### src/rli_pkg.sv
package rli_pkg;
	// ----------------------------------------------------------------
	// timing
	// ----------------------------------------------------------------
	localparam int CLK_NS = 8;
	localparam int SCLK_NS = 160;
	localparam int HALF_CYC = SCLK_NS / (2 * CLK_NS);
	localparam int WAIT_STEP_NS = 6400;
	localparam int NORESP_STEP_NS = 25600;
	localparam int TURN_STEP_NS = 800;
	localparam int NORESP_MAX_NS = 26200000;
	localparam int WAIT_STEP_CYC = WAIT_STEP_NS / CLK_NS;
	localparam int NORESP_STEP_CYC = NORESP_STEP_NS / CLK_NS;
	localparam int TURN_STEP_CYC = TURN_STEP_NS / CLK_NS;
	localparam int NORESP_MAX_CYC = NORESP_MAX_NS / CLK_NS;
	localparam logic [7:0] NORESP_FIXED = 8'hff;
	// ----------------------------------------------------------------
	// device register addresses
	// ----------------------------------------------------------------
	localparam logic [5:0] A_PROT = 6'h01;
	localparam logic [5:0] A_TURN = 6'h06;
	localparam logic [5:0] A_NORESP = 6'h07;
	localparam logic [5:0] A_WAIT = 6'h08;
	localparam logic [5:0] A_MEAS = 6'h10;
	localparam logic [5:0] A_IRQ1 = 6'h37;
	localparam logic [5:0] A_LEN1 = 6'h3a;
	localparam logic [5:0] A_LEN2 = 6'h3b;
	// ----------------------------------------------------------------
	// direct commands and frame layout
	// ----------------------------------------------------------------
	localparam logic [7:0] C_TX_FIRST = 8'h90;
	localparam logic [7:0] C_TX_LAST = 8'h92;
	localparam logic [7:0] C_BLOCK_RX = 8'h96;
	localparam logic [7:0] C_ENABLE_RX = 8'h97;
	localparam logic [7:0] C_QUERY_FIRST = 8'h98;
	localparam logic [7:0] C_QUERY_LAST = 8'h9c;
	localparam logic [7:0] C_REQ_RN = 8'h9f;
	localparam int OP_CMD_BIT = 7;
	localparam int OP_READ_BIT = 6;
	localparam logic [4:0] BYTE_BITS = 5'h08;
	localparam logic [4:0] FRAME_BITS = 5'h10;
	// ----------------------------------------------------------------
	// fields
	// ----------------------------------------------------------------
	localparam int PROT_RAW_BIT = 6;
	localparam int PROT_INV_LO = 4;
	localparam int LEN1_SECOND_BIT = 7;
	localparam int LEN1_REPEAT_BIT = 6;
	localparam int LEN1_ERRLEN_BIT = 5;
	localparam int MEAS_TCOMB_LO = 4;
	localparam int MEAS_ANA_LO = 6;
	localparam int IRQ_ERR = 0;
	localparam int IRQ_SECOND = 1;
	localparam int IRQ_FIFO = 2;
	localparam int IRQ_RX = 3;
	localparam int IRQ_SEQ = 4;
	localparam int IRQ_NORESP = 5;
	localparam logic [1:0] INV_QUERY = 2'h0;
	localparam logic [1:0] INV_ACK = 2'h1;
	localparam logic [1:0] INV_REQRN = 2'h2;
	localparam logic [1:0] TC_IQ = 2'h1;
	localparam logic [1:0] TC_TXRX = 2'h2;
	localparam logic [1:0] TC_RXEN = 2'h3;
	localparam logic [1:0] AN_SUB = 2'h1;
	localparam logic [1:0] AN_MIX = 2'h2;
	// ----------------------------------------------------------------
	// reception lengths in bits, FIFO and second-byte thresholds in bytes
	// ----------------------------------------------------------------
	localparam logic [11:0] LEN_RN16 = 12'h010;
	localparam logic [11:0] LEN_PC = 12'h010;
	localparam logic [11:0] LEN_HANDLE = 12'h020;
	localparam logic [11:0] LEN_ERRCODE = 12'h029;
	localparam logic [11:0] LEN_PC_CRC = 12'h020;
	localparam logic [11:0] CRC_BITS = 12'h010;
	localparam logic [8:0] FIFO_IRQ_BYTES = 9'h013;
	localparam logic [8:0] SECOND_BYTE = 9'h002;
	// ----------------------------------------------------------------
	// host register offsets
	// ----------------------------------------------------------------
	localparam logic [7:0] H_CMD = 8'h00;
	localparam logic [7:0] H_STATUS = 8'h04;
	localparam logic [7:0] H_DIRECT = 8'h08;
	typedef enum logic [1:0] {TXK_NORMAL, TXK_QUERY, TXK_ACK, TXK_REQRN} rli_txkind_e;
	typedef enum logic [1:0] {RK_REGS, RK_RN16, RK_EPC, RK_HANDLE} rli_rxkind_e;
endpackage

### src/rli_link_if.sv
`timescale 1ns/100ps
interface rli_link_if;
	logic sclk;
	logic csN;
	logic mosi;
	logic miso;
	logic irq;
	modport dev (input sclk, input csN, input mosi, output miso, output irq);
	modport host (output sclk, output csN, output mosi, input miso, input irq);
endinterface

### src/rli_device.sv
// Local design decision: register access over a serial frame (sclk, csN, mosi, miso).
`timescale 1ns/100ps
module rli_device #(
	parameter int WAIT_STEP = rli_pkg::WAIT_STEP_CYC,
	parameter int NORESP_STEP = rli_pkg::NORESP_STEP_CYC,
	parameter int TURN_STEP = rli_pkg::TURN_STEP_CYC,
	parameter int NORESP_MAX = rli_pkg::NORESP_MAX_CYC
) (
	input wire logic core_clk,
	input wire logic rstn,
	rli_link_if.dev link,
	input wire logic directMode,
	input wire logic rxBitValid,
	input wire logic rxBit,
	input wire logic rxError,
	input wire logic txDone,
	input wire logic subI,
	input wire logic subQ,
	input wire logic rxSelQ,
	input wire logic txMod,
	input wire logic anaI,
	input wire logic anaQ,
	input wire logic mixDcA,
	input wire logic mixDcB,
	output logic txStart,
	output rli_pkg::rli_txkind_e txKind,
	output logic [15:0] ackRn16,
	output logic fifoWrite,
	output logic [7:0] fifoData,
	output logic testA,
	output logic testB,
	output logic adcPin,
	output logic rxEnable
);
	typedef enum logic [2:0] {ST_IDLE, ST_TXWAIT, ST_GUARD, ST_LISTEN, ST_RECV,
		ST_TURN} rli_state_e;
	// ----------------------------------------------------------------
	// pin synchronisers and serial frame
	// ----------------------------------------------------------------
	logic [2:0] pinS1, pinS2;
	logic sclkD;
	logic [4:0] bitIdx;
	logic [15:0] shIn;
	logic [7:0] shOut, opByte, rdVal;
	logic misoBit;
	logic [7:0] protReg, turnReg, norespReg, waitReg, measReg, len1Reg, len2Reg;
	logic [5:0] irqFlags, flagSet;
	wire sclkS = pinS2[2];
	wire csS = pinS2[1];
	wire mosiS = pinS2[0];
	wire rise = sclkS & ~sclkD;
	wire fall = ~sclkS & sclkD;
	wire [7:0] firstByte = {shIn[6:0], mosiS};
	wire firstDone = rise & ~csS &
		(bitIdx == rli_pkg::BYTE_BITS - 5'h01);
	wire lastDone = rise & ~csS &
		(bitIdx == rli_pkg::FRAME_BITS - 5'h01);
	wire cmdStb = firstDone & firstByte[rli_pkg::OP_CMD_BIT];
	wire wrStb = lastDone & ~opByte[rli_pkg::OP_CMD_BIT] & ~opByte[rli_pkg::OP_READ_BIT];
	wire rdClr = lastDone & ~opByte[rli_pkg::OP_CMD_BIT] & opByte[rli_pkg::OP_READ_BIT]
		& (opByte[5:0] == rli_pkg::A_IRQ1);
	wire [11:0] lenReg = {len1Reg[3:0], len2Reg};
	wire lenWr = wrStb & (opByte[5:0] == rli_pkg::A_LEN1 || opByte[5:0] == rli_pkg::A_LEN2);
	wire [11:0] lenWrVal = (opByte[5:0] == rli_pkg::A_LEN1) ?
		{firstByte[3:0], len2Reg} : {len1Reg[3:0], firstByte};

	always_ff @(posedge core_clk or negedge rstn) begin
		if (!rstn) begin
			pinS1 <= 3'h2;
			pinS2 <= 3'h2;
			sclkD <= 1'b0;
		end else begin
			pinS1 <= {link.sclk, link.csN, link.mosi};
			pinS2 <= pinS1;
			sclkD <= pinS2[2];
		end
	end

	always_comb begin
		case (opByte[5:0])
			rli_pkg::A_PROT: rdVal = protReg;
			rli_pkg::A_TURN: rdVal = turnReg;
			rli_pkg::A_NORESP: rdVal = norespReg;
			rli_pkg::A_WAIT: rdVal = waitReg;
			rli_pkg::A_MEAS: rdVal = measReg;
			rli_pkg::A_IRQ1: rdVal = {2'h0, irqFlags};
			rli_pkg::A_LEN1: rdVal = len1Reg;
			rli_pkg::A_LEN2: rdVal = len2Reg;
			default: rdVal = 8'h00;
		endcase
	end

	always_ff @(posedge core_clk or negedge rstn) begin
		if (!rstn) begin
			bitIdx <= 5'h00;
			shIn <= 16'h0000;
			shOut <= 8'h00;
			opByte <= 8'h00;
			misoBit <= 1'b0;
		end else if (csS) begin
			bitIdx <= 5'h00;
		end else begin
			if (rise) begin
				shIn <= {shIn[14:0], mosiS};
				bitIdx <= bitIdx + 5'h01;
			end
			if (firstDone) begin
				opByte <= firstByte;
			end
			if (fall && bitIdx == rli_pkg::BYTE_BITS) begin
				misoBit <= rdVal[7];
				shOut <= {rdVal[6:0], 1'b0};
			end else if (fall && bitIdx > rli_pkg::BYTE_BITS) begin
				misoBit <= shOut[7];
				shOut <= {shOut[6:0], 1'b0};
			end
		end
	end

	// ----------------------------------------------------------------
	// registers and interrupt flags
	// ----------------------------------------------------------------
	always_ff @(posedge core_clk or negedge rstn) begin
		if (!rstn) begin
			protReg <= 8'h00;
			turnReg <= 8'h00;
			norespReg <= 8'h00;
			waitReg <= 8'h00;
			measReg <= 8'h00;
			len1Reg <= 8'h00;
			len2Reg <= 8'h00;
		end else if (wrStb) begin
			case (opByte[5:0])
				rli_pkg::A_PROT: protReg <= firstByte;
				rli_pkg::A_TURN: turnReg <= firstByte;
				rli_pkg::A_NORESP: norespReg <= firstByte;
				rli_pkg::A_WAIT: waitReg <= firstByte;
				rli_pkg::A_MEAS: measReg <= firstByte;
				rli_pkg::A_LEN1: len1Reg <= firstByte;
				rli_pkg::A_LEN2: len2Reg <= firstByte;
				default: ;
			endcase
		end
	end

	// set wins over the clear-on-read
	always_ff @(posedge core_clk or negedge rstn) begin
		if (!rstn) begin
			irqFlags <= 6'h00;
		end else begin
			irqFlags <= (rdClr ? 6'h00 : irqFlags) | flagSet;
		end
	end

	// ----------------------------------------------------------------
	// sequence, timers and reception
	// ----------------------------------------------------------------
	rli_state_e st;
	rli_pkg::rli_rxkind_e kind;
	logic [21:0] tmr;
	logic [11:0] expLen, bitCnt;
	logic [8:0] byteCnt;
	logic [7:0] byteSh;
	logic [15:0] rnSh;
	logic seqOn, ackSent;
	wire secondEn = len1Reg[rli_pkg::LEN1_SECOND_BIT];
	wire repeatEn = len1Reg[rli_pkg::LEN1_REPEAT_BIT];
	wire [1:0] invSel = protReg[rli_pkg::PROT_INV_LO +: 2];
	wire [7:0] newByte = {byteSh[6:0], rxBit};
	wire [11:0] bitNext = bitCnt + 12'h001;
	wire [8:0] byteNext = byteCnt + 9'h001;
	wire [21:0] waitCyc = 22'(waitReg * WAIT_STEP);
	wire [21:0] turnCyc = 22'(turnReg * TURN_STEP);
	wire [21:0] norespCyc = (norespReg == rli_pkg::NORESP_FIXED) ?
		22'(NORESP_MAX) : 22'(norespReg * NORESP_STEP);
	wire nextAck = seqOn && kind == rli_pkg::RK_RN16 && invSel != rli_pkg::INV_QUERY;
	wire nextReq = seqOn && kind == rli_pkg::RK_EPC && invSel == rli_pkg::INV_REQRN;
	wire inRx = st == ST_LISTEN || st == ST_RECV;

	always_ff @(posedge core_clk or negedge rstn) begin
		if (!rstn) begin
			st <= ST_IDLE;
			kind <= rli_pkg::RK_REGS;
			tmr <= 22'h000000;
			expLen <= 12'h000;
			bitCnt <= 12'h000;
			byteCnt <= 9'h000;
			byteSh <= 8'h00;
			rnSh <= 16'h0000;
			ackRn16 <= 16'h0000;
			txStart <= 1'b0;
			txKind <= rli_pkg::TXK_NORMAL;
			fifoWrite <= 1'b0;
			fifoData <= 8'h00;
			flagSet <= 6'h00;
			seqOn <= 1'b0;
			ackSent <= 1'b0;
		end else begin
			txStart <= 1'b0;
			fifoWrite <= 1'b0;
			flagSet <= 6'h00;
			if (lenWr && (kind != rli_pkg::RK_EPC ||
				byteCnt >= rli_pkg::SECOND_BYTE)) begin
				expLen <= lenWrVal;
			end
			if (cmdStb && firstByte == rli_pkg::C_BLOCK_RX) begin
				st <= ST_IDLE;
			end else begin
				case (st)
					ST_IDLE: if (cmdStb) begin
						bitCnt <= 12'h000;
						byteCnt <= 9'h000;
						if (firstByte >= rli_pkg::C_TX_FIRST && firstByte <= rli_pkg::C_TX_LAST) begin
							st <= ST_TXWAIT;
							txStart <= 1'b1;
							txKind <= rli_pkg::TXK_NORMAL;
							kind <= rli_pkg::RK_REGS;
							expLen <= lenReg;
							seqOn <= 1'b0;
						end else if (firstByte >= rli_pkg::C_QUERY_FIRST &&
							firstByte <= rli_pkg::C_QUERY_LAST) begin
							st <= ST_TXWAIT;
							txStart <= 1'b1;
							txKind <= rli_pkg::TXK_QUERY;
							kind <= rli_pkg::RK_RN16;
							expLen <= rli_pkg::LEN_RN16;
							seqOn <= 1'b1;
							ackSent <= 1'b0;
						end else if (firstByte == rli_pkg::C_REQ_RN) begin
							st <= ST_TXWAIT;
							txStart <= 1'b1;
							txKind <= rli_pkg::TXK_REQRN;
							kind <= rli_pkg::RK_HANDLE;
							expLen <= rli_pkg::LEN_HANDLE;
							seqOn <= 1'b0;
						end else if (firstByte == rli_pkg::C_ENABLE_RX) begin
							st <= ST_LISTEN;
							tmr <= norespCyc;
							kind <= rli_pkg::RK_REGS;
							expLen <= lenReg;
							seqOn <= 1'b0;
						end
					end
					ST_TXWAIT: if (txDone) begin
						st <= ST_GUARD;
						tmr <= waitCyc;
					end
					ST_GUARD: if (tmr == 22'h000000) begin
						st <= ST_LISTEN;
						tmr <= norespCyc;
					end else begin
						tmr <= tmr - 22'h000001;
					end
					ST_LISTEN, ST_RECV: begin
						if (tmr != 22'h000000) begin
							tmr <= tmr - 22'h000001;
						end
						if (st == ST_LISTEN && tmr == 22'h000000 && !rxBitValid) begin
							st <= ST_IDLE;
							flagSet[rli_pkg::IRQ_NORESP] <= 1'b1;
							flagSet[rli_pkg::IRQ_SEQ] <= seqOn & ackSent;
						end else if (rxError) begin
							st <= ST_IDLE;
							flagSet[rli_pkg::IRQ_ERR] <= 1'b1;
							flagSet[rli_pkg::IRQ_SEQ] <= seqOn & ackSent;
						end else if (rxBitValid) begin
							st <= ST_RECV;
							bitCnt <= bitNext;
							byteSh <= newByte;
							rnSh <= {rnSh[14:0], rxBit};
							if (bitCnt == 12'h000 && rxBit && len1Reg[rli_pkg::LEN1_ERRLEN_BIT]) begin
								expLen <= rli_pkg::LEN_ERRCODE;
							end
							if (bitCnt[2:0] == 3'h7) begin
								byteCnt <= byteNext;
								fifoData <= newByte;
								fifoWrite <= secondEn || kind == rli_pkg::RK_RN16 ||
									(kind == rli_pkg::RK_EPC && byteCnt == 9'h000) ||
									bitNext + rli_pkg::CRC_BITS <= expLen;
								if (kind == rli_pkg::RK_EPC && byteCnt == 9'h000) begin
									expLen <= rli_pkg::LEN_PC_CRC + {3'h0, byteSh[6:2], 4'h0};
								end
								if (secondEn && (byteNext == rli_pkg::SECOND_BYTE ||
									(repeatEn && byteNext > rli_pkg::SECOND_BYTE &&
									!byteNext[0]))) begin
									flagSet[rli_pkg::IRQ_SECOND] <= 1'b1;
								end
								if (kind == rli_pkg::RK_EPC &&
									byteNext == rli_pkg::FIFO_IRQ_BYTES) begin
									flagSet[rli_pkg::IRQ_FIFO] <= 1'b1;
								end
							end
							if (bitNext == expLen) begin
								if (kind == rli_pkg::RK_RN16) begin
									ackRn16 <= {rnSh[14:0], rxBit};
								end
								flagSet[rli_pkg::IRQ_RX] <= ~nextAck;
								if (nextAck || nextReq) begin
									st <= ST_TURN;
									tmr <= turnCyc;
								end else begin
									st <= ST_IDLE;
									flagSet[rli_pkg::IRQ_SEQ] <= seqOn & ackSent;
								end
							end
						end
					end
					ST_TURN: if (tmr == 22'h000000) begin
						st <= ST_TXWAIT;
						txStart <= 1'b1;
						bitCnt <= 12'h000;
						byteCnt <= 9'h000;
						if (kind == rli_pkg::RK_RN16) begin
							txKind <= rli_pkg::TXK_ACK;
							kind <= rli_pkg::RK_EPC;
							expLen <= rli_pkg::LEN_PC;
							ackSent <= 1'b1;
						end else begin
							txKind <= rli_pkg::TXK_REQRN;
							kind <= rli_pkg::RK_HANDLE;
							expLen <= rli_pkg::LEN_HANDLE;
						end
					end else begin
						tmr <= tmr - 22'h000001;
					end
					default: st <= ST_IDLE;
				endcase
			end
		end
	end

	// ----------------------------------------------------------------
	// pin routing and test outputs
	// ----------------------------------------------------------------
	wire [1:0] tcomb = measReg[rli_pkg::MEAS_TCOMB_LO +: 2];
	wire [1:0] anaSel = measReg[rli_pkg::MEAS_ANA_LO +: 2];
	wire rawSel = protReg[rli_pkg::PROT_RAW_BIT];

	always_ff @(posedge core_clk or negedge rstn) begin
		if (!rstn) begin
			link.miso <= 1'b0;
			link.irq <= 1'b0;
			rxEnable <= 1'b0;
			testA <= 1'b0;
			testB <= 1'b0;
			adcPin <= 1'b0;
		end else begin
			if (directMode) begin
				link.miso <= rawSel ? subI : rxBit;
				link.irq <= rawSel ? subQ : rxBitValid;
			end else begin
				link.miso <= misoBit;
				link.irq <= |irqFlags;
			end
			rxEnable <= directMode ? sclkS : (st == ST_GUARD || inRx);
			adcPin <= (tcomb == rli_pkg::TC_RXEN) & rxEnable;
			if (tcomb == rli_pkg::TC_IQ) begin
				testA <= subI;
				testB <= subQ;
			end else if (tcomb == rli_pkg::TC_TXRX) begin
				testA <= txMod;
				testB <= rxSelQ ? subQ : subI;
			end else if (anaSel == rli_pkg::AN_SUB) begin
				testA <= anaI;
				testB <= anaQ;
			end else if (anaSel == rli_pkg::AN_MIX) begin
				testA <= mixDcA;
				testB <= mixDcB;
			end else begin
				testA <= 1'b0;
				testB <= 1'b0;
			end
		end
	end
endmodule

### src/flat_wrapper.sv
// flat-port wrapper written by rule: the top's interface ports become plain ports
module rli_device_flat 
#(
	parameter int WAIT_STEP = rli_pkg::WAIT_STEP_CYC,
	parameter int NORESP_STEP = rli_pkg::NORESP_STEP_CYC,
	parameter int TURN_STEP = rli_pkg::TURN_STEP_CYC,
	parameter int NORESP_MAX = rli_pkg::NORESP_MAX_CYC
)
  (core_clk, rstn, directMode, rxBitValid, rxBit, rxError, txDone, subI, subQ, rxSelQ, txMod, anaI, anaQ, mixDcA, mixDcB, txStart, txKind, ackRn16, fifoWrite, fifoData, testA, testB, adcPin, rxEnable, link_sclk, link_csN, link_mosi, link_miso, link_irq);
  rli_link_if link_i ();
  input wire logic core_clk;
  input wire logic rstn;
  input wire logic directMode;
  input wire logic rxBitValid;
  input wire logic rxBit;
  input wire logic rxError;
  input wire logic txDone;
  input wire logic subI;
  input wire logic subQ;
  input wire logic rxSelQ;
  input wire logic txMod;
  input wire logic anaI;
  input wire logic anaQ;
  input wire logic mixDcA;
  input wire logic mixDcB;
  output logic txStart;
  output rli_pkg::rli_txkind_e txKind;
  output logic [15:0] ackRn16;
  output logic fifoWrite;
  output logic [7:0] fifoData;
  output logic testA;
  output logic testB;
  output logic adcPin;
  output logic rxEnable;
  input wire logic [$bits(link_i.sclk)-1:0] link_sclk;
  input wire logic [$bits(link_i.csN)-1:0] link_csN;
  input wire logic [$bits(link_i.mosi)-1:0] link_mosi;
  output wire logic [$bits(link_i.miso)-1:0] link_miso;
  output wire logic [$bits(link_i.irq)-1:0] link_irq;
  assign link_i.sclk = link_sclk;
  assign link_i.csN = link_csN;
  assign link_i.mosi = link_mosi;
  assign link_miso = link_i.miso;
  assign link_irq = link_i.irq;
  rli_device #(.WAIT_STEP(WAIT_STEP), .NORESP_STEP(NORESP_STEP), .TURN_STEP(TURN_STEP), .NORESP_MAX(NORESP_MAX)) u_core (.core_clk(core_clk), .rstn(rstn), .link(link_i), .directMode(directMode), .rxBitValid(rxBitValid), .rxBit(rxBit), .rxError(rxError), .txDone(txDone), .subI(subI), .subQ(subQ), .rxSelQ(rxSelQ), .txMod(txMod), .anaI(anaI), .anaQ(anaQ), .mixDcA(mixDcA), .mixDcB(mixDcB), .txStart(txStart), .txKind(txKind), .ackRn16(ackRn16), .fifoWrite(fifoWrite), .fifoData(fifoData), .testA(testA), .testB(testB), .adcPin(adcPin), .rxEnable(rxEnable));
endmodule
### config.mk
export PLATFORM = sky130hd
export DESIGN_NAME = rli_device_flat
export DESIGN_NICKNAME = d
export VERILOG_FILES = /design/src/rli_pkg.sv /design/src/rli_link_if.sv /design/src/rli_device.sv /design/src/flat_wrapper.sv
export SDC_FILE = /design/constraint.sdc
export NUM_CORES = 1
export LEC_CHECK = 0
export ABC_CLOCK_PERIOD_IN_PS = 4000
export BUFFER_PORTS_ARGS = -buffer_cell sky130_fd_sc_hd__buf_2
export CAP_MARGIN = 20
export CORE_ASPECT_RATIO = 0.9
export CORE_UTILIZATION = 50
export DETAILED_ROUTE_END_ITERATION = 12
export PLACE_DENSITY = 0.67
export REMOVE_ABC_BUFFERS = 1
export SETUP_SLACK_MARGIN = 0.02
export SLEW_MARGIN = 0
export SYNTH_ARGS = -nofsm -noshare
export SYNTH_HDL_FRONTEND = slang
export SYNTH_SLANG_ARGS = --single-unit
export TNS_END_PERCENT = 30
### constraint.sdc
create_clock -name core_clk -period 4 [get_ports core_clk]
set_input_delay 0.6 -clock core_clk [delete_from_list [all_inputs] [get_ports core_clk]]
set_output_delay 0.6 -clock core_clk [all_outputs]
set_load 0.03 [all_outputs]
==> results.sh, run 1 <==
export IMPL_status="completed"
export IMPL_final_core_util_pct=57.59
export IMPL_cts_buffers=25
export IMPL_routed_via_density=6.240
export IMPL_synth_edff_count=0
export IMPL_crit_type="reg2reg"
export IMPL_io_pins=52
export IMPL_yosysSeqAreaShare_pct=38.23
export IMPL_dp_cells=1833
export IMPL_path_delay_family="adder cells"
export IMPL_peakVddDrop_mv=0.3115
export IMPL_gp_congestion=0.9421
export IMPL_cts_clk_slew_worst_paths_ns=0.06
export IMPL_finalMaxSlewViolations=0
export IMPL_cp_data_required_time_ns=4.44
export IMPL_grt_max_degree=90
export IMPL_grt_overflow=0
export IMPL_cp_depth=15
export IMPL_postCtsSetupBuffers=0
export IMPL_yosys_area_share_xor_xnor_pct=3.785
export IMPL_ys_ff_latch=214
export IMPL_die_width_um=178.5
export IMPL_hpwl_mm=28.80
export IMPL_final_common_cell="dfrtp_1"
export IMPL_ys_warnings_count=0
export IMPL_critPathSlowestCell="fa_1"
export IMPL_cts_resized=0
export IMPL_synth_mux_area_share_pct=10.86
export IMPL_synth_simple_area_share_pct=15.43
export IMPL_start_util_pct=51.45
export IMPL_final_setup_viol_count=0
export IMPL_hold_class="in2async"
export IMPL_cts_max_path_buffers=3
export IMPL_first_global_vias=11121
export IMPL_clock_sinks=214
export IMPL_finalCritPeriodShare_pct=91.52
export IMPL_fillers=2348
export IMPL_die_h_um=160.8
export IMPL_reg2reg_from="u_core.waitReg[2]"
export IMPL_synth_adder_area_share_pct=11.37
export IMPL_dr_pass1_iters=8
export IMPL_antenna_found_initial=0
export IMPL_r2r_cells=15
export IMPL_cp_startpoint="u_core.waitReg[2]"
export IMPL_finalCriticalPeriod_ns=3.661
export IMPL_cp_slowest_stage_delay_ns=0.53
export IMPL_avgSynthCellArea_um2=9.633
export IMPL_synth_cells=1455
export IMPL_die_area_um2=28710
export IMPL_track_usage_pct=27.93
export IMPL_drive_gt1_share_pct=19.02
export IMPL_route_detailed_wl_per_inst_um=20.83
export IMPL_worstSkewPairLatency_ns=0.55
export IMPL_setup_tns_ns=0
export IMPL_finalNonFillerCells=1880
export IMPL_core_um2=27240
export IMPL_async_reset_ff_share_pct=100.0
export IMPL_synth_top_family_by_area="compound AO/OA/AOI/OAI gates"
export IMPL_cts_htree_levels=1
export IMPL_final_cell_mix="dfrtp_1 (212), nand2_1 (136), mux2_2 (117), ha_1 (113), nor2_1 (103)"
export IMPL_rsz0062_at_grt="no"
export IMPL_startpoint_type="register"
export IMPL_netlist_area_um2=14020
export IMPL_cts_root_buf="clkbuf_16"
export IMPL_cap_violations=0
export IMPL_io_buffers=51
export IMPL_tritoncts="built"
export IMPL_ant_nets=0
export IMPL_wl_mm=39.16
export IMPL_path_cells="ha_1 > ha_1 > inv_1 > fa_1 > inv_1 > ha_1 > nor2b_1 > o21ai_0 > a21boi_0 > o21a_1 > nor2_1 > o21ai_0 > xnor2_1 > a21oi_1 > a221oi_1"
export IMPL_p_leak_nw=7.782
export IMPL_endpoint_kind="register"
export IMPL_path_max_fanout=5
export IMPL_power_density_nw_per_um2=329.1
export IMPL_synth_compound_area_share_pct=16.46
export IMPL_vias=11731
export IMPL_hold_viol=0
export IMPL_crit_path_frequent_cell="ha_1"
export IMPL_synth_cell_type_count=82
export IMPL_grt_pass1_wl_mm=62.73
export IMPL_drc=0
export IMPL_fmax_mhz=273.2
export IMPL_postCtsHoldBufs=0
export IMPL_cp_num_buf_inv=2
export IMPL_synth_ff_type="dfrtp_1"
export IMPL_worstMarginPinSlew_ns=0.9979
export IMPL_finalClockSkew_ns=0.01470
export IMPL_drt_iter0_markers=1196
export IMPL_row_count=57
export IMPL_syn_to_final_growth_pct=11.94
export IMPL_relSlewSlack_pct=31.75
export IMPL_cp_data_arrival_time_ns=4.10
export IMPL_fin_nets=1646
state kept, by name, summed over array words and instances (netlist names), 5 cells and up:
signal,cells
u_core.tmr,22
u_core.ackRn16,16
u_core.rnSh,15
u_core.bitCnt,12
u_core.expLen,12
u_core.byteCnt,9
u_core.fifoData,8
u_core.len1Reg,8
u_core.len2Reg,8
u_core.measReg,8
u_core.norespReg,8
u_core.opByte,8
u_core.protReg,8
u_core.turnReg,8
u_core.waitReg,8
u_core.shIn,7
u_core.shOut,7
u_core.flagSet,6
u_core.irqFlags,6
u_core.bitIdx,5
worst paths after layout:
path / slack, ns / endpoint
setup / recovery: 0.34 / u_core.tmr[17]
hold reg to reg: 0.35 / u_core.pinS2[0]
max in group asynchronous: 2.98 / u_core.pinS2[1]
hold / removal: 0.05 / u_core.tmr[19]
setup reg to reg: 0.34 / u_core.tmr[17]
min in group core_clk: 0.15 / u_core.pinS1[1]
kinds of logic (layout without fill, tap and decap cells):
logic type,count (synthesis),in the layout
other cells,0,1
buf+inv,138,208
fa+ha+maj,122,122
flops,214,214
xor+xnor,59,59
compound gates,353,353
simple gates,432,432
mux,137,137
report_power, final:
part,switching (W),leakage (nW),internal (W)
sequential,0.0000317,2.87,0.00221
clock,0.000976,0.447,0.00154
combinational,0.000288,4.46,0.000125
total,0.00130,7.78,0.00387
metal layers:
metal	vias up	global-route usage, %	share of wire, %
met5	-	0	0
met4	0	6.009	2.0
met3	59	4.830	8.4
met2	527	41.14	44
met1	5749	42.56	46
li1	5396	-	-
through the flow:
step	cell area (um2)	hold slack [ns]	power (W)	setup WS, ns
after floorplan	13740	0.3044	0.002451	0.1759
after global placement	14770	0.3321	0.002681	0.4321
after detailed placement	14780	0.3347	0.002689	0.3211
after CTS	15690	0.1078	0.005194	0.3111
after global routing	15690	0.1155	0.005316	0.04127
final	15690	0.04737	0.005164	0.3391
cell usage after synthesis, types with 15 or more instances:
cell type  instances  area share [%]
a21o_1            25             1.3
a21oi_1           82             2.9
a221oi_1          15            0.94
a22oi_1           19             1.0
a31oi_1           22            0.98
and3_1            15            0.67
clkbuf_1          51             1.4
dfrtp_1          212              38
ha_1             113              10
inv_1             71             1.9
mux2_2           117             9.4
mux2i_1           19             1.4
nand2_1          136             3.6
nand3_1           26            0.93
nor2_1           104             2.8
nor3_1            27            0.96
o21ai_0           89             3.2
xnor2_1           35             2.2
xor2_1            23             1.4
final cells by class:
class,instances,area (um2),area share [%]
diodes,1,2.502,0.01595
clock buffers,28,666.9,4.250
clock inverters,18,245.2,1.563
inverters,71,266.5,1.699
multi-input cells,1103,8133,51.83
flip-flops and latches,214,5358,34.15
well taps,354,442.9,2.823
repair buffers,91,575.6,3.668
worst register-to-register path, stage by stage (launching register included):
cell      delay (ns)
dfrtp_1         0.43
ha_1            0.31
ha_1            0.28
inv_1           0.05
fa_1            0.53
inv_1           0.04
ha_1            0.32
nor2b_1         0.14
o21ai_0         0.19
a21boi_0        0.14
o21a_1          0.18
nor2_1          0.14
o21ai_0         0.13
xnor2_1         0.24
a21oi_1         0.10
a221oi_1        0.33
(Power assumes the default switching activity.)
==> inputs of run 2 (changes only) <==
Settings changed: CORE_MARGIN set to 5.
==> run 2 against run 1 <==
Power shrank 1.0%. Flip-flop and latch count is the same. Combinational power is 3% higher. Wire length increased by 0.23%. Sequential share of layout area is 0.12 points higher. Setup slack better by 0.031 ns. Die area rose by 9.7%. Critical path depth did not move. Non-clock buffer count down 3.
==> results.sh, run 2 (synthesis results as in run 1) <==
export IMPL_status="completed"
export IMPL_cts_resized=0
export IMPL_die_h_um=168.8
export IMPL_seq_area_um2=5358
export IMPL_postCtsSetupBuffers=0
export IMPL_relSlewSlack_pct=34.81
export IMPL_cp_slowest_stage_delay_ns=0.53
export IMPL_fin_nets=1643
export IMPL_critPathCapture="u_core.tmr[17]"
export IMPL_p_int_w=0.003835
export IMPL_path_cells="ha_1 > ha_1 > inv_1 > fa_1 > inv_1 > ha_1 > nor2b_1 > o21ai_0 > a21boi_0 > o21a_1 > nor2_1 > o21ai_0 > xnor2_1 > a21oi_1 > a221oi_1"
export IMPL_fmax_mhz=275.5
export IMPL_finalClockSkew_ns=0.01159
export IMPL_grt_max_degree=98
export IMPL_syn_to_final_growth_pct=11.55
export IMPL_setup_ws_ns=0.3700
export IMPL_grt_pass1_wl_mm=63.05
export IMPL_drive_gt1_share_pct=18.36
export IMPL_seqPwrFrac_pct=43.9
export IMPL_die_area_um2=31490
export IMPL_clkPwrFrac_pct=47.8
export IMPL_vias=11604
export IMPL_crit_path_frequent_cell="ha_1"
export IMPL_tritoncts="built"
export IMPL_crit_type="reg2reg"
export IMPL_p_leak_nw=7.751
export IMPL_cp_depth=15
export IMPL_cts_root_buf="clkbuf_16"
export IMPL_cp_data_arrival_time_ns=4.08
export IMPL_multi_input_area_um2=8133
export IMPL_postCtsHoldBufs=0
export IMPL_worstSkewPairLatency_ns=0.55
export IMPL_largest_register="u_core.tmr"
export IMPL_path_max_fanout=5
export IMPL_finalMaxSlewViolations=0
export IMPL_reg2reg_from="u_core.waitReg[2]"
export IMPL_row_count=58
export IMPL_route_detailed_wl_per_inst_um=20.88
export IMPL_dr_pass1_iters=7
export IMPL_drc=0
export IMPL_pre_cts_ws_ns=0.3888
export IMPL_largest_register_ffs=22
export IMPL_final_core_util_pct=56.25
export IMPL_antenna_found_initial=1
export IMPL_cap_violations=0
export IMPL_hold_viol=0
export IMPL_rr_endpoint="u_core.tmr[17]"
export IMPL_p_comb_share_pct=8.3
export IMPL_start_util_pct=50.43
export IMPL_track_usage_pct=24.43
export IMPL_rsz0062_at_grt="no"
export IMPL_p_switching_w=0.001277
export IMPL_hpwl_mm=28.71
export IMPL_fillers=2380
export IMPL_core_um2=27790
export IMPL_final_setup_viol_count=0
export IMPL_endpoint_kind="register"
export IMPL_final_common_cell="dfrtp_1"
export IMPL_whs_ns=0.08748
export IMPL_r2r_cells=15
export IMPL_worstMarginPinSlew_ns=0.9714
export IMPL_die_width_um=186.5
export IMPL_cts_buffers=25
export IMPL_final_cell_mix="dfrtp_1 (212), nand2_1 (136), mux2_2 (117), ha_1 (113), nor2_1 (103)"
export IMPL_drt_iter0_markers=1189
export IMPL_finalCriticalPeriod_ns=3.630
export IMPL_grt_overflow=0
export IMPL_cp_num_buf_inv=2
export IMPL_cts_clk_slew_worst_paths_ns=0.06
export IMPL_hold_class="in2async"
export IMPL_io_pins=52
export IMPL_io_buffers=51
export IMPL_critPathSlowestCell="fa_1"
export IMPL_gp_congestion=0.9533
export IMPL_rrSetupSlack_ns=0.37
export IMPL_peakVddDrop_mv=0.3570
export IMPL_power_density_nw_per_um2=326.9
export IMPL_cts_max_path_buffers=3
export IMPL_setup_tns_ns=0
export IMPL_diodes=0
export IMPL_cp_startpoint="u_core.waitReg[2]"
export IMPL_routed_via_density=6.172
export IMPL_wl_mm=39.25
export IMPL_swShare_pct=24.99
export IMPL_clock_sinks=214
export IMPL_cp_data_required_time_ns=4.45
export IMPL_first_global_vias=11197
export IMPL_cts_htree_levels=1
export IMPL_startpoint_type="register"
export IMPL_finalCritPeriodShare_pct=90.75
export IMPL_ant_nets=0
export IMPL_path_delay_family="adder cells"
export IMPL_largestRegisters="u_core.tmr: 22 flops, u_core.ackRn16: 16 flops, u_core.rnSh: 15 flops"
[run 2: changes by cell type in the layout (fill, tap and decap cells not counted), sizes merged]
cell      change
bufinv        -1
buf           -3
clkinv        -4
clkbuf        +8
inv           -2
clkinvlp      -3
diode         -1
[run 2: power groups by stage]
stage	Clock, W	Combinational, W	Sequential (W)
finish	0.00244	0.000424	0.00225
floorplan	0	0.000124	0.00233
CTS	0.00248	0.000425	0.00224
global placement	0	0.000419	0.00228
detailed placement	0	0.000422	0.00228
global route	0.00257	0.000460	0.00225
[run 2: how the worst min path moves through the flow]
stage,end,slack [ns],from
final,u_core.pinS1[0],0.09,rstn
after global routing,u_core.pinS1[0],0.14,link_mosi
after CTS,u_core.pinS1[0],0.13,rstn
after detailed placement,u_core.pinS2[0],0.34,u_core.pinS1[0]
after global placement,u_core.pinS2[2],0.34,u_core.pinS1[2]
after floorplan,u_core.ackRn16[0],0.30,rstn
[run 2: area by class of cell]
cell class                 instances  share of cell area [%]
clock inverter                     8                  0.9923
sequential                       214                   34.27
multi-input combinational       1103                   52.02
clock buffer                      36                   4.585
timing repair buffer              88                   3.553
inverter                          71                   1.705
tap                              360                   2.881
[run 2: routing by layer]
layer  vias up  global-route usage (%)  routed length (um)
li1       5387                       -                   -
met1      5692                   36.46               17860
met2       449                   37.30               17280
met3        76                   3.959                3120
met4         0                   6.335                 989
met5         -                       0                   0
[run 2: stage by stage]
step / cell area [um2] / total power, W / cells
final: 15640 / 0.005112 / 1880
after global routing: 15640 / 0.005278 / 1880
after CTS: 15640 / 0.005149 / 1880
after detailed placement: 14760 / 0.002704 / 1836
after global placement: 14760 / 0.002702 / 1836
after floorplan: 13740 / 0.002451 / 1388
